[src/design/drc_pkg.sv]
// package of constants for the drive run-command and dwell control block
`default_nettype none
package drc_pkg;
  // terminal function codes
  localparam logic [5:0] FN_RUN_PERMIT = 6'h0D;  // run-permit terminal
  localparam logic [5:0] FN_THREE_WIRE = 6'h0E;  // three-wire stop terminal
  // run-permit mode selection
  localparam logic       PERMIT_ALWAYS = 1'b0;
  localparam logic       PERMIT_DI     = 1'b1;
  // permit-loss stop modes
  localparam logic [1:0] STOP_COAST    = 2'h0;
  localparam logic [1:0] STOP_QSTOP    = 2'h1;
  localparam logic [1:0] STOP_QRESUME  = 2'h2;
  // control mode selection value that allows brake dwell
  localparam logic [1:0] CTRL_VF       = 2'h0;
  // clock and time base (settings in tenths of a second, freqs in 0.01 Hz)
  localparam int CLK_HZ            = 20_000_000;
  localparam int MIN_PRESS_US      = 1000;
  localparam int MIN_PRESS_CYC     = (CLK_HZ / 1_000_000) * MIN_PRESS_US;
  localparam int TENTH_SEC_CYC     = CLK_HZ / 10;
  // setting defaults and limits
  localparam logic [15:0] QSTOP_DEF_DS   = 16'h0032;  // 5.0 s
  localparam logic [15:0] QSTOP_MAX_DS   = 16'h1770;  // 600.0 s
  localparam logic [15:0] ACC_DW_F_DEF   = 16'h01F4;  // 5.00 Hz
  localparam logic [15:0] DEC_DW_F_DEF   = 16'h01F4;  // 5.00 Hz
  localparam logic [15:0] ACC_DW_T_MAX   = 16'h0064;  // 10.0 s
  localparam logic [15:0] DEC_DW_T_MAX   = 16'h0258;  // 60.0 s
  localparam logic [15:0] DWELL_T_DEF    = 16'h0000;  // 0.0 s
  // ramp phase states
  typedef enum logic [2:0] {
    PH_IDLE   = 3'b000,
    PH_ACC_DW = 3'b001,
    PH_RUN    = 3'b010,
    PH_DEC_DW = 3'b011,
    PH_DEC    = 3'b100,
    PH_QSTOP  = 3'b101
  } drc_phase_t;
endpackage
`default_nettype wire

[src/design/drc_run_ctrl.sv]
// run-command latching, run permit and dwell sequencing for a motor drive
`default_nettype none
// How it works
// - three-wire function latches a momentary run press until stopped.
// - forward and reverse pressed together stop the drive.
// - terminal function code 13 is the run-permit terminal.
// - permit mode 0 always permits; mode 1 follows the permit terminal.
// - stop mode 0 blocks output at once on permit loss (coast).
// - stop mode 1 quick-decelerates; restart needs a fresh run command.
// - stop mode 2 quick-decelerates; re-entered run resumes while permitted.
// - quick-stop time used only in modes 1 and 2, 5.0 s, 0-600 s.
// - run ramps to accel dwell freq, holds dwell time, then accelerates.
// - stop ramps to decel dwell freq, holds dwell time, then decelerates.
// - dwell skipped when its time or frequency is zero.
// - accel dwell only on first acceleration after a run command.
// - decel dwell only on stop decel, not reference change or brake control.
// - accel dwell freq default 5.00 Hz, time 0.0-10.0 s default 0.0.
// - decel dwell time up to 60.0 s default 0; freq default 5.00 Hz.
// - brake dwell available only in plain voltage-to-frequency control mode.
module drc_run_ctrl #(
  parameter int unsigned PRESS_CYC = drc_pkg::MIN_PRESS_CYC,  // 1 ms filter
  parameter int unsigned TICK_CYC  = drc_pkg::TENTH_SEC_CYC   // 0.1 s tick
) (
  input  wire logic        i_sys_clk,         // 20 MHz system clock
  input  wire logic        i_rst_n,           // synchronous reset, active low
  input  wire logic [5:0]  i_stop_fn,         // function select of stop terminal
  input  wire logic [5:0]  i_permit_fn,       // function select of permit terminal
  input  wire logic        i_forward_run_input, // forward push button / contact
  input  wire logic        i_reverse_run_input, // reverse push button / contact
  input  wire logic        i_stop_input,      // three-wire stop (active = run allowed)
  input  wire logic        i_permit_input,    // run-permit terminal
  input  wire logic        i_permit_mode,     // 0 always, 1 from terminal
  input  wire logic [1:0]  i_stop_mode,       // permit-loss stop mode
  input  wire logic [1:0]  i_ctrl_mode,       // control mode selection
  input  wire logic [15:0] i_qstop_ds,        // quick-stop time, 0.1 s
  input  wire logic [15:0] i_acc_dw_freq,     // accel dwell freq, 0.01 Hz
  input  wire logic [15:0] i_acc_dw_ds,       // accel dwell time, 0.1 s
  input  wire logic [15:0] i_dec_dw_freq,     // decel dwell freq, 0.01 Hz
  input  wire logic [15:0] i_dec_dw_ds,       // decel dwell time, 0.1 s
  input  wire logic [15:0] i_out_freq,        // ramp output frequency, 0.01 Hz
  input  wire logic        i_ref_decel,       // decel from reference change
  input  wire logic        i_ext_brake,       // external brake control active
  output logic             o_run_fwd,         // run forward request
  output logic             o_run_rev,         // run reverse request
  output logic             o_out_block,       // block drive output (coast)
  output logic             o_qstop,           // quick-decel request
  output logic [15:0]      o_qstop_ds,        // clamped quick-stop time
  output logic             o_ramp_hold,       // hold frequency (dwell)
  output logic [15:0]      o_freq_limit,      // dwell target, 0 = none
  output logic [2:0]       o_phase            // sequencer phase
);
  // ----------------------------------------
  // input qualification
  // ----------------------------------------
  logic              three_wire;
  logic              permit_ok;
  logic              fwd_ok;
  logic              rev_ok;
  logic [31:0]       fcnt_q;
  logic [31:0]       rcnt_q;
  logic              run_req;
  logic              dwell_en;
  assign three_wire = (i_stop_fn == drc_pkg::FN_THREE_WIRE);
  // permit terminal only counts when assigned code 13
  assign permit_ok  = (i_permit_mode == drc_pkg::PERMIT_ALWAYS) ||
                      ((i_permit_fn == drc_pkg::FN_RUN_PERMIT) && i_permit_input);
  assign dwell_en   = (i_ctrl_mode == drc_pkg::CTRL_VF);

  // press filters: a press counts once held PRESS_CYC - 1 cycles; glitches are ignored
  always_ff @(posedge i_sys_clk) begin
    if (!i_rst_n) begin
      fcnt_q <= 32'h0000_0000;
      rcnt_q <= 32'h0000_0000;
    end else begin
      fcnt_q <= !i_forward_run_input ? 32'h0000_0000 :
                (fcnt_q < PRESS_CYC) ? fcnt_q + 32'h0000_0001 : fcnt_q;
      rcnt_q <= !i_reverse_run_input ? 32'h0000_0000 :
                (rcnt_q < PRESS_CYC) ? rcnt_q + 32'h0000_0001 : rcnt_q;
    end
  end
  assign fwd_ok = (fcnt_q >= PRESS_CYC - 1);
  assign rev_ok = (rcnt_q >= PRESS_CYC - 1);

  // ----------------------------------------
  // run latch
  // ----------------------------------------
  logic fwd_q;
  logic rev_q;
  logic lockout_q;     // set by permit loss with a latched run, in any stop mode, until run is re-entered
  logic cmd_q;         // previous raw command, for fresh-command edges
  logic cmd_now;
  assign cmd_now = fwd_ok ^ rev_ok;
  always_ff @(posedge i_sys_clk) begin
    if (!i_rst_n) begin
      fwd_q <= 1'b0;
      rev_q <= 1'b0;
    end else if (fwd_ok && rev_ok) begin
      fwd_q <= 1'b0;
      rev_q <= 1'b0;
    end else if (three_wire) begin
      if (!i_stop_input) begin
        fwd_q <= 1'b0;
        rev_q <= 1'b0;
      end else if (fwd_ok) begin
        fwd_q <= 1'b1;
        rev_q <= 1'b0;
      end else if (rev_ok) begin
        fwd_q <= 1'b0;
        rev_q <= 1'b1;
      end
    end else begin
      // two-wire: command follows the contacts
      fwd_q <= fwd_ok;
      rev_q <= rev_ok;
    end
  end
  assign run_req = (fwd_q || rev_q) && permit_ok && !lockout_q;

  // permit withdrawn under a ramped stop mode: every moving phase quick-decelerates,
  // not only steady running, so a loss during a dwell still uses the quick-stop time
  logic qs_req;
  assign qs_req = !permit_ok && (i_stop_mode != drc_pkg::STOP_COAST);

  // permit-loss lockout: every stop mode needs a freshly entered command
  always_ff @(posedge i_sys_clk) begin
    if (!i_rst_n) begin
      lockout_q <= 1'b0;
      cmd_q     <= 1'b0;
    end else begin
      cmd_q <= cmd_now;
      if (!permit_ok && (fwd_q || rev_q)) begin
        lockout_q <= 1'b1;
      end else if (permit_ok && cmd_now && !cmd_q) begin
        lockout_q <= 1'b0;
      end
    end
  end

  // ----------------------------------------
  // 0.1 s tick for dwell timing
  // ----------------------------------------
  logic [31:0] tdiv_q;
  logic        tick;
  always_ff @(posedge i_sys_clk) begin
    if (!i_rst_n) begin
      tdiv_q <= 32'h0000_0000;
    end else begin
      tdiv_q <= (tdiv_q >= TICK_CYC - 1) ? 32'h0000_0000 : tdiv_q + 32'h0000_0001;
    end
  end
  assign tick = (tdiv_q >= TICK_CYC - 1);

  // ----------------------------------------
  // dwell and stop sequencer
  // ----------------------------------------
  drc_pkg::drc_phase_t ph_q;
  logic [15:0] dw_cnt_q;
  logic        acc_done_q;  // first acceleration already dwelt
  logic        acc_skip;
  logic        dec_skip;
  logic [15:0] acc_t;
  logic [15:0] dec_t;
  logic [15:0] qs_t;
  assign acc_t = (i_acc_dw_ds > drc_pkg::ACC_DW_T_MAX) ? drc_pkg::ACC_DW_T_MAX : i_acc_dw_ds;
  assign dec_t = (i_dec_dw_ds > drc_pkg::DEC_DW_T_MAX) ? drc_pkg::DEC_DW_T_MAX : i_dec_dw_ds;
  assign qs_t  = (i_qstop_ds > drc_pkg::QSTOP_MAX_DS) ? drc_pkg::QSTOP_MAX_DS : i_qstop_ds;
  assign acc_skip = (acc_t == 16'h0000) || (i_acc_dw_freq == 16'h0000)
                    || !dwell_en || acc_done_q;
  assign dec_skip = (dec_t == 16'h0000) || (i_dec_dw_freq == 16'h0000)
                    || !dwell_en || i_ext_brake || i_ref_decel;

  always_ff @(posedge i_sys_clk) begin
    if (!i_rst_n) begin
      ph_q       <= drc_pkg::PH_IDLE;
      dw_cnt_q   <= 16'h0000;
      acc_done_q <= 1'b0;
    end else begin
      case (ph_q)
        drc_pkg::PH_IDLE: begin
          dw_cnt_q <= 16'h0000;
          if (run_req) begin
            ph_q <= acc_skip ? drc_pkg::PH_RUN : drc_pkg::PH_ACC_DW;
          end
        end
        drc_pkg::PH_ACC_DW: begin
          if (qs_req) begin
            ph_q       <= drc_pkg::PH_QSTOP;
            acc_done_q <= 1'b1;
          end else if (!run_req) begin
            ph_q       <= drc_pkg::PH_DEC;
            acc_done_q <= 1'b1;
          end else if (i_out_freq >= i_acc_dw_freq) begin
            if (tick) dw_cnt_q <= dw_cnt_q + 16'h0001;
            if (dw_cnt_q >= acc_t) begin
              ph_q       <= drc_pkg::PH_RUN;
              acc_done_q <= 1'b1;
            end
          end
        end
        drc_pkg::PH_RUN: begin
          acc_done_q <= 1'b1;
          dw_cnt_q   <= 16'h0000;
          if (qs_req) begin
            ph_q <= drc_pkg::PH_QSTOP;
          end else if (!run_req) begin
            ph_q <= dec_skip ? drc_pkg::PH_DEC : drc_pkg::PH_DEC_DW;
          end
        end
        drc_pkg::PH_DEC_DW: begin
          if (run_req) begin
            ph_q <= drc_pkg::PH_RUN;
          end else if (qs_req) begin
            ph_q <= drc_pkg::PH_QSTOP;
          end else if (i_out_freq <= i_dec_dw_freq) begin
            if (tick) dw_cnt_q <= dw_cnt_q + 16'h0001;
            if (dw_cnt_q >= dec_t) ph_q <= drc_pkg::PH_DEC;
          end
        end
        drc_pkg::PH_DEC, drc_pkg::PH_QSTOP: begin
          if (run_req) begin
            ph_q <= drc_pkg::PH_RUN;
          end else if (i_out_freq == 16'h0000) begin
            ph_q       <= drc_pkg::PH_IDLE;
            acc_done_q <= 1'b0;  // next run command may dwell again
          end else if (qs_req) begin
            ph_q <= drc_pkg::PH_QSTOP;  // permit lost during a normal stop: finish quickly
          end
        end
        default: ph_q <= drc_pkg::PH_IDLE;
      endcase
    end
  end

  // ----------------------------------------
  // registered outputs
  // ----------------------------------------
  always_ff @(posedge i_sys_clk) begin
    if (!i_rst_n) begin
      o_run_fwd    <= 1'b0;
      o_run_rev    <= 1'b0;
      o_out_block  <= 1'b0;
      o_qstop      <= 1'b0;
      o_qstop_ds   <= drc_pkg::QSTOP_DEF_DS;
      o_ramp_hold  <= 1'b0;
      o_freq_limit <= 16'h0000;
      o_phase      <= 3'b000;
    end else begin
      o_run_fwd    <= run_req && fwd_q;
      o_run_rev    <= run_req && rev_q;
      // coast blocks at once; the ramp generator is bypassed
      o_out_block  <= !permit_ok && (i_stop_mode == drc_pkg::STOP_COAST);
      o_qstop      <= (ph_q == drc_pkg::PH_QSTOP);
      o_qstop_ds   <= qs_t;
      o_ramp_hold  <= ((ph_q == drc_pkg::PH_ACC_DW) && (i_out_freq >= i_acc_dw_freq)) ||
                      ((ph_q == drc_pkg::PH_DEC_DW) && (i_out_freq <= i_dec_dw_freq));
      o_freq_limit <= (ph_q == drc_pkg::PH_ACC_DW) ? i_acc_dw_freq :
                      (ph_q == drc_pkg::PH_DEC_DW) ? i_dec_dw_freq :
                      16'h0000;
      o_phase      <= ph_q;
    end
  end

  // ----------------------------------------
  // checks
  // ----------------------------------------
  chk_both_stop: assert property (@(posedge i_sys_clk) disable iff (!i_rst_n)
    (fwd_ok && rev_ok) |=> !fwd_q && !rev_q)
    else $error("simultaneous forward and reverse did not stop");
  chk_stop_clears: assert property (@(posedge i_sys_clk) disable iff (!i_rst_n)
    (three_wire && !i_stop_input) |=> ##1 !o_run_fwd && !o_run_rev)
    else $error("stop input did not clear run");
  chk_coast_block: assert property (@(posedge i_sys_clk) disable iff (!i_rst_n)
    (!permit_ok && i_stop_mode == drc_pkg::STOP_COAST) |=> o_out_block)
    else $error("coast stop did not block output");
  chk_qstop_mode: assert property (@(posedge i_sys_clk) disable iff (!i_rst_n)
    o_qstop |-> $past(i_stop_mode) != drc_pkg::STOP_COAST)
    else $error("quick stop in coast mode");
  chk_latch_hold: assert property (@(posedge i_sys_clk) disable iff (!i_rst_n)
    (three_wire && i_stop_input && fwd_q && !rev_ok) |=> fwd_q)
    else $error("three-wire latch lost");
  chk_acc_skip: assert property (@(posedge i_sys_clk) disable iff (!i_rst_n)
    (ph_q == drc_pkg::PH_IDLE && run_req && acc_skip) |=> ph_q == drc_pkg::PH_RUN)
    else $error("dwell not skipped");
  chk_dec_brake: assert property (@(posedge i_sys_clk) disable iff (!i_rst_n)
    (ph_q == drc_pkg::PH_RUN && permit_ok && !run_req && i_ext_brake)
      |=> ph_q != drc_pkg::PH_DEC_DW)
    else $error("decel dwell under brake control");
  chk_lockout: assert property (@(posedge i_sys_clk) disable iff (!i_rst_n)
    lockout_q && !(cmd_now && !cmd_q) |=> !o_run_fwd && !o_run_rev)
    else $error("restart without fresh command");
  chk_vf_only: assert property (@(posedge i_sys_clk) disable iff (!i_rst_n)
    (i_ctrl_mode != drc_pkg::CTRL_VF) |-> ph_q != drc_pkg::PH_ACC_DW || acc_done_q
      || $past(i_ctrl_mode) == drc_pkg::CTRL_VF)
    else $error("dwell outside v/f mode");
  // a withdrawn permit in modes 1 and 2 must reach the quick-stop phase from any motion
  chk_qstop_enter: assert property (@(posedge i_sys_clk) disable iff (!i_rst_n)
    (qs_req && ph_q != drc_pkg::PH_IDLE && i_out_freq != 16'h0000) |=> ph_q == drc_pkg::PH_QSTOP)
    else $error("permit loss did not quick-stop");
  chk_permit_gate: assert property (@(posedge i_sys_clk) disable iff (!i_rst_n)
    !permit_ok |=> !o_run_fwd && !o_run_rev)
    else $error("run request without permit");
endmodule
`default_nettype wire

[config.mk]
export PLATFORM = sky130hd
export DESIGN_NAME = drc_run_ctrl
export DESIGN_NICKNAME = d
export VERILOG_FILES = /design/src/design/drc_pkg.sv /design/src/design/drc_run_ctrl.sv
export SDC_FILE = /design/constraint.sdc
export NUM_CORES = 1
export LEC_CHECK = 0
export ABC_AREA = 1
export BUFFER_PORTS_ARGS = -buffer_cell sky130_fd_sc_hd__buf_4
export CAP_MARGIN = 15
export CORE_MARGIN = 5
export CORE_UTILIZATION = 51
export CTS_CLUSTER_SIZE = 8
export DETAILED_ROUTE_END_ITERATION = 12
export GPL_ROUTABILITY_DRIVEN = 0
export PLACE_DENSITY = 0.75
export SKIP_CTS_REPAIR_TIMING = 1
export SLEW_MARGIN = 5
export SYNTH_ARGS = -nofsm -noshare
export SYNTH_HDL_FRONTEND = slang
export SYNTH_SLANG_ARGS = --single-unit
[constraint.sdc]
create_clock -name i_sys_clk -period 2.35 [get_ports i_sys_clk]
set_clock_uncertainty 0.15 [all_clocks]
set_input_delay 0.1175 -clock i_sys_clk [delete_from_list [all_inputs] [get_ports i_sys_clk]]
set_output_delay 0.1175 -clock i_sys_clk [all_outputs]
set_load 0.02 [all_outputs]
==> results of run 1 <==
-- power by group through the flow --
stage	logic, uW	registers [uW]	clock network (uW)
2_1_floorplan	992	3020	0
3_3_place_gp	1660	2970	0
3_5_place_dp	1680	2970	0
4_1_cts	1690	2910	2810
5_1_grt	2100	2930	2940
6_report	1900	2920	2750
-- critical path: stages (launching register included) --
cell and delay, ps:
dfxtp_1 400, nor2_1 190, inv_2 90, nor2_1 290, buf_4 310, nand2_1 100
a21oi_1 180, dlygate4sd3_1 570
-- path summary, 6_finish.rpt --
| check | start | endpoint | depth (start not counted) |
|---|---|---|---|
| worst min register to register | fcnt_q[23] | fcnt_q[23] | 2 |
| worst max-delay path | ph_q[2] | o_freq_limit[3] | 7 |
| worst min-delay path | i_stop_fn[0] | fwd_q | 4 |
| worst max register to register | ph_q[2] | o_freq_limit[3] | 7 |
-- routing by layer --
metal,vias to the layer above,part of all wire,track usage
li1,4575,-,-
met1,3961,0.42,0.259
met2,229,0.49,0.380
met3,62,0.057,0.0423
met4,0,0.030,0.0658
met5,-,0,0
-- cells in the mapped netlist (3+ instances only) --
library cell,instances,area [um2]
clkbuf_1,13,48.8
nand3_2,7,70.1
nor3_1,26,130
nor2_4,3,33.8
nand2_1,260,976
dfxtp_1,160,3200
nor2_2,3,18.8
xnor2_1,5,43.8
nor3b_1,3,22.5
o21ai_1,5,25.0
o21ai_0,39,195
inv_1,192,721
inv_2,12,45.0
ha_1,70,876
nor4_1,14,87.6
a31oi_1,4,25.0
nand4_1,32,200
nor2_1,188,706
buf_2,3,15.0
a211oi_1,3,22.5
nand3_1,48,240
xor2_1,16,140
o21a_1,11,82.6
a21oi_1,103,515
-- logic make-up (layout without fill, tap and decap cells) --
group | count (synthesis) | after routing | share of synthesized area
fa+ha+maj | 70 | 70 | 0.100
flops | 160 | 160 | 0.367
compound gates | 179 | 179 | 0.113
xor+xnor | 21 | 21 | 0.0211
simple gates | 597 | 599 | 0.300
other cells | 2 | 29 | 0.000862
buf+inv | 223 | 494 | 0.0975
-- state kept, by name, indices dropped and copies added, names as in the netlist, 3 cells and up --
name / flops
o_qstop_ds: 16
fcnt_q: 32
ph_q: 3
rcnt_q: 32
o_phase: 3
dw_cnt_q: 16
o_freq_limit: 16
tdiv_q: 32
-- per-stage QoR --
step / TNS (ps) / setup slack (ps) / instances / cell area (um2)
floorplan: 0 / 143 / 1279 / 8820
global placement: -491 / -148 / 1684 / 10600
detailed placement: -816 / -234 / 1684 / 10600
CTS: 0 / 66.6 / 1716 / 11200
global route: -104 / -54.8 / 1772 / 11700
finish: 0 / 8.43 / 1772 / 11700
-- layout make-up --
| cell class | instances | area share |
|---|---|---|
| Clock inverter | 15 | 0.0151 |
| Inverter | 204 | 0.0652 |
| Clock buffer | 17 | 0.0362 |
| Multi-Input combinational cell | 898 | 0.410 |
| Sequential cell | 160 | 0.273 |
| Tap cell | 220 | 0.0234 |
| Timing Repair Buffer | 258 | 0.177 |
==> results.md, run 1 <==
- Register Area: 0.00321 mm2
- Vias in the first global route: 8238
- Routed WL per cell: 12.9 um
- Starting density of the core: 0.522
- Psw: 2500 uW
- Leakage power total: 0.00551 uW
- Synthesized area per cell: 6.96 um2
- Starting DRT DRC Count: 449
- Critical path fanouts, max: 17
- Worst EP arrival: 2560 ps
- Clock Power Share: 0.364
- Root Buffer Master: clkbuf_16
- Layout area overhead: 34.8%
- CP startpoint kind: register
- Post-synth EDFFs: 0
- # DRC: 0
- Ys flop type: dfxtp_1
- Die H: 141 um
- P_int: 5060 uW
- Avg Vias per Cell: 4.98
- Sequential share of the synthesized area: 0.367
- Nets: 1730
- Final core occ: 0.703
- First-pass iteration count of the detailed router: 5
- Failing checks: negative hold slack
- H-tree depth: 4
- Flop2flop setup slack: 8 ps
- Global-route wire length before repair: 35.7 mm
- Share of layout cells above drive strength 1: 0.182
- Cts bufs inserted: 17
- Core area: 0.0167 mm2
- Commonest cells after routing, fill and taps aside: 259 x nand2_1, 203 x buf_4, 192 x inv_1, 185 x nor2_1, 158 x dfxtp_1
- Most common cell after layout, fill and taps aside: nand2_1
- Grt total ovfl: 0
- Port bufs: 160
- Post-DP HPWL: 17.0 mm
- Hold Path Class: in -> reg
- Slew Viols, Final: 0
- Yosys synthesis warning count: 0
- Max Fclk: 427 MHz
- Required @ worst endpoint: 2570 ps
- Power Density: 644 mW/mm2
- DR vias: 8827
- Multi-input logic area: 0.00481 mm2
- Power Total: 7560 uW
- Max Cap Violations: 0
- Post-synthesis cell count: 1252
- # rows: 47
- Worst skew pair latency: 420 ps
- Die width: 141 um
- Number of diodes: 0
- Fill cells: 1385
- Ys async rst share: 0
- Setup-failing EPs final: 0
- Crit path capture type: register
- Largest net degree at the start of global routing: 21
- Max IR drop VDD: 664 uV
- GRT Util Overall: 0.213
- Fin crit period: 2340 ps
- Switch share: 0.331
- Yosys cell types: 48
- Hold Vio Cnt, Final: 2
- I/O pins: 161
- Final WL: 22.8 mm
- Clock Sinks: 160
- Clock Tree Buf Depth: 2
- Outcome: complete, but fails checks
- Total Die Area: 0.0198 mm2
- Cell area after synthesis: 0.00872 mm2
- FF+latch count, synth: 160
- Antenna violations before repair: 0
- TritonCTS clock tree: yes
- Post-detailed-route count of antenna-violating nets: 0
- Fin crit share: 0.996
- Seq pwr share: 0.386
- Clock transition at path regs: 70 ps
- Logic pwr share: 0.251
- Worst setup path category: reg -> reg
- Hold Worst Slack: -9.10 ps
No activity file was read; power rests on OpenSTA's default activity.
==> inputs of run 2 (changes only) <==
==> constraint.sdc (replaced) <==
create_clock -name i_sys_clk -period 2.35 [get_ports i_sys_clk]
set_clock_uncertainty 0.15 [all_clocks]
set_input_delay 0 -clock i_sys_clk [delete_from_list [all_inputs] [get_ports i_sys_clk]]
set_output_delay 0 -clock i_sys_clk [all_outputs]
set_load 0.02 [all_outputs]
==> results.md, run 2 (synthesized netlist as in run 1, its figures left out) <==
- H-tree depth: 4 (unchanged)
- Largest net degree at the start of global routing: 21 (unchanged)
- Max layer used: met4
- Share of layout cells above drive strength 1: 0.174 (-0.00793)
- Hold Worst Slack: -10.5 ps (-1.38 ps)
- Nets: 1727 (-0.17%)
- GRT Util Overall: 0.214 (+0.00120)
- Post-DP HPWL: 16.8 mm (-1.3%)
- Avg Vias per Cell: 4.96 (-0.33%)
- Metal1 wirelength: 10.0 mm (+4.2%)
- Max Cap Violations: 0 (unchanged)
- Power Density: 641 mW/mm2 (-0.46%)
- Top Registers: fcnt_q x32, rcnt_q x32, tdiv_q x32
- I/O pins: 161 (unchanged)
- Starting DRT DRC Count: 524 (+17%)
- Layout area overhead: 34.6%
- CP max-delay cell: dlygate4sd3_1
- Die H: 141 um (unchanged)
- Vias in the first global route: 8071 (-2.0%)
- Number of diodes: 0 (unchanged)
- DR vias: 8778 (-0.56%)
- Global-route wire length before repair: 35.6 mm (-0.27%)
- Fin crit period: 2180 ps (-161 ps)
- Leakage power total: 0.00546 uW (-1.0%)
- Post-detailed-route count of antenna-violating nets: 0 (unchanged)
- Crit path capture type: register
- Final Cell Area: 0.0117 mm2 (-0.15%)
- Worst setup path category: in -> reg
- Routed met2 length: 11.4 mm (+1.4%)
- Fill cells: 1380 (-0.36%)
- Fin crit share: 0.928 (-0.0684)
- Slowest stage delay, CP: 550 ps (-20 ps)
- Grt total ovfl: 0 (unchanged)
- Worst path cell trace: dlygate4sd3_1, buf_4, inv_1, ha_1, a21oi_1, o21ai_1, a21oi_1, nand3_1, a21oi_4, buf_4, o21ai_0, a21oi_1
- Crit path buf inv count: 4 (+1)
- Final core occ: 0.702 (-0.00105)
- Max Fclk: 459 MHz (+7.4%)
- Root Buffer Master: clkbuf_16
- Register Area: 0.00321 mm2 (about the same)
- Worst skew pair latency: 420 ps (about the same)
- Hold Vio Cnt, Final: 5 (+3)
- Failing checks: negative hold slack
- Hold Path Class: in -> reg
- CP most frequent cell: a21oi_1
- Psw: 2360 uW (-5.5%)
- Starting density of the core: 0.522 (unchanged)
- Slew Viols, Final: 0 (unchanged)
- Clock transition at path regs: 70 ps (about the same)
- Worst Tran Pin Value: 496 ps
- Switch share: 0.315 (-0.0164)
- Setup TNS: 0 ps (unchanged)
- Max IR drop VDD: 711 uV (+7.1%)
- Critical path fanouts, max: 9 (-8)
- Core area: 0.0167 mm2 (unchanged)
- Logic pwr share: 0.236 (-0.015)
- RSZ-0062 raised after global routing: false
- Commonest cells after routing, fill and taps aside: 259 x nand2_1, 194 x buf_4, 192 x inv_1, 187 x nor2_1, 156 x dfxtp_1
- P_int: 5150 uW (+1.8%)
- Relative slew slack: 0.668
- Seq pwr share: 0.388 (+0.002)
- Most common cell after layout, fill and taps aside: nand2_1
- Total Die Area: 0.0198 mm2 (unchanged)
- # DRC: 0 (unchanged)
- First-pass iteration count of the detailed router: 6 (+1)
- # rows: 47 (unchanged)
- Cell family with most CP delay: compound AO/OA/AOI/OAI gates
- CP startpoint kind: primary input
- Multi-input logic area: 0.00480 mm2 (-0.18%)
- Final WL: 22.9 mm (+0.20%)
- Setup-failing EPs final: 0 (unchanged)
- Required @ worst endpoint: 2550 ps (-20 ps)
- TritonCTS clock tree: yes
- Antenna violations before repair: 0 (unchanged)
- Cts bufs inserted: 17 (unchanged)
- Clock Sinks: 160 (unchanged)
- Port bufs: 160 (unchanged)
- Routed wl met3: 1.02 mm (-22%)
- Outcome: complete, but fails checks
- Worst EP arrival: 2380 ps (-180 ps)
- Die width: 141 um (unchanged)
- Routed WL per cell: 12.9 um (+0.42%)
- DP Area: 0.0105 mm2 (-0.83%)
- Clock Tree Buf Depth: 2 (unchanged)
- Clock Power Share: 0.376 (+0.012)
-- run 2: worst reg2reg max path: stages (launching register included) --
cell and delay, ps:
dfxtp_1 460, ha_1 270, nand2_1 80, inv_1 40, nand2_1 60, nand2_1 50, nand2_1 50, nand2_1 50
a21oi_1 200, nand4_1 160, nand3_1 120, nor2_1 50, buf_4 140, nand2_1 60, nand2_1 40, nor2_1 100
-- run 2: worst paths after layout --
kind                                  startpoint            end  slack, ps  cells after the start
worst max-delay path            i_acc_dw_freq[8]    dw_cnt_q[9]        170                     12
worst min-delay path              i_qstop_ds[13]  o_qstop_ds[8]        -10                      6
worst max register to register       dw_cnt_q[2]        ph_q[1]        200                     15
worst min register to register        rcnt_q[22]     rcnt_q[22]        270                      2
-- run 2: power groups by stage --
stage,clock (uW),sequential [uW],combinational (uW)
6_report,2830,2910,1780
5_1_grt,3000,2930,2000
4_1_cts,2870,2910,1640
3_5_place_dp,0,2970,1640
3_3_place_gp,0,2970,1610
2_1_floorplan,0,3020,992
-- run 2: layout make-up --
type                            instances  share of cell area
Multi-Input combinational cell        897               0.410
Tap cell                              220              0.0235
Timing Repair Buffer                  256               0.177
Sequential cell                       160               0.274
Inverter                              204              0.0653
Clock buffer                           17              0.0363
Clock inverter                         14              0.0148
-- run 2: stage by stage --
stage	setup WS (ps)	instances	power (uW)
floorplan	261	1279	4020
global placement	-79.4	1674	4580
detailed placement	-182	1674	4610
global route	3.31	1768	7930
finish	169	1768	7520
CTS	125	1705	7430
-- run 2: layer usage --
layer,track usage,vias to the layer above
met5,0,-
met4,0.0729,0
met3,0.0464,33
met2,0.372,185
met1,0.264,3983
li1,-,4577
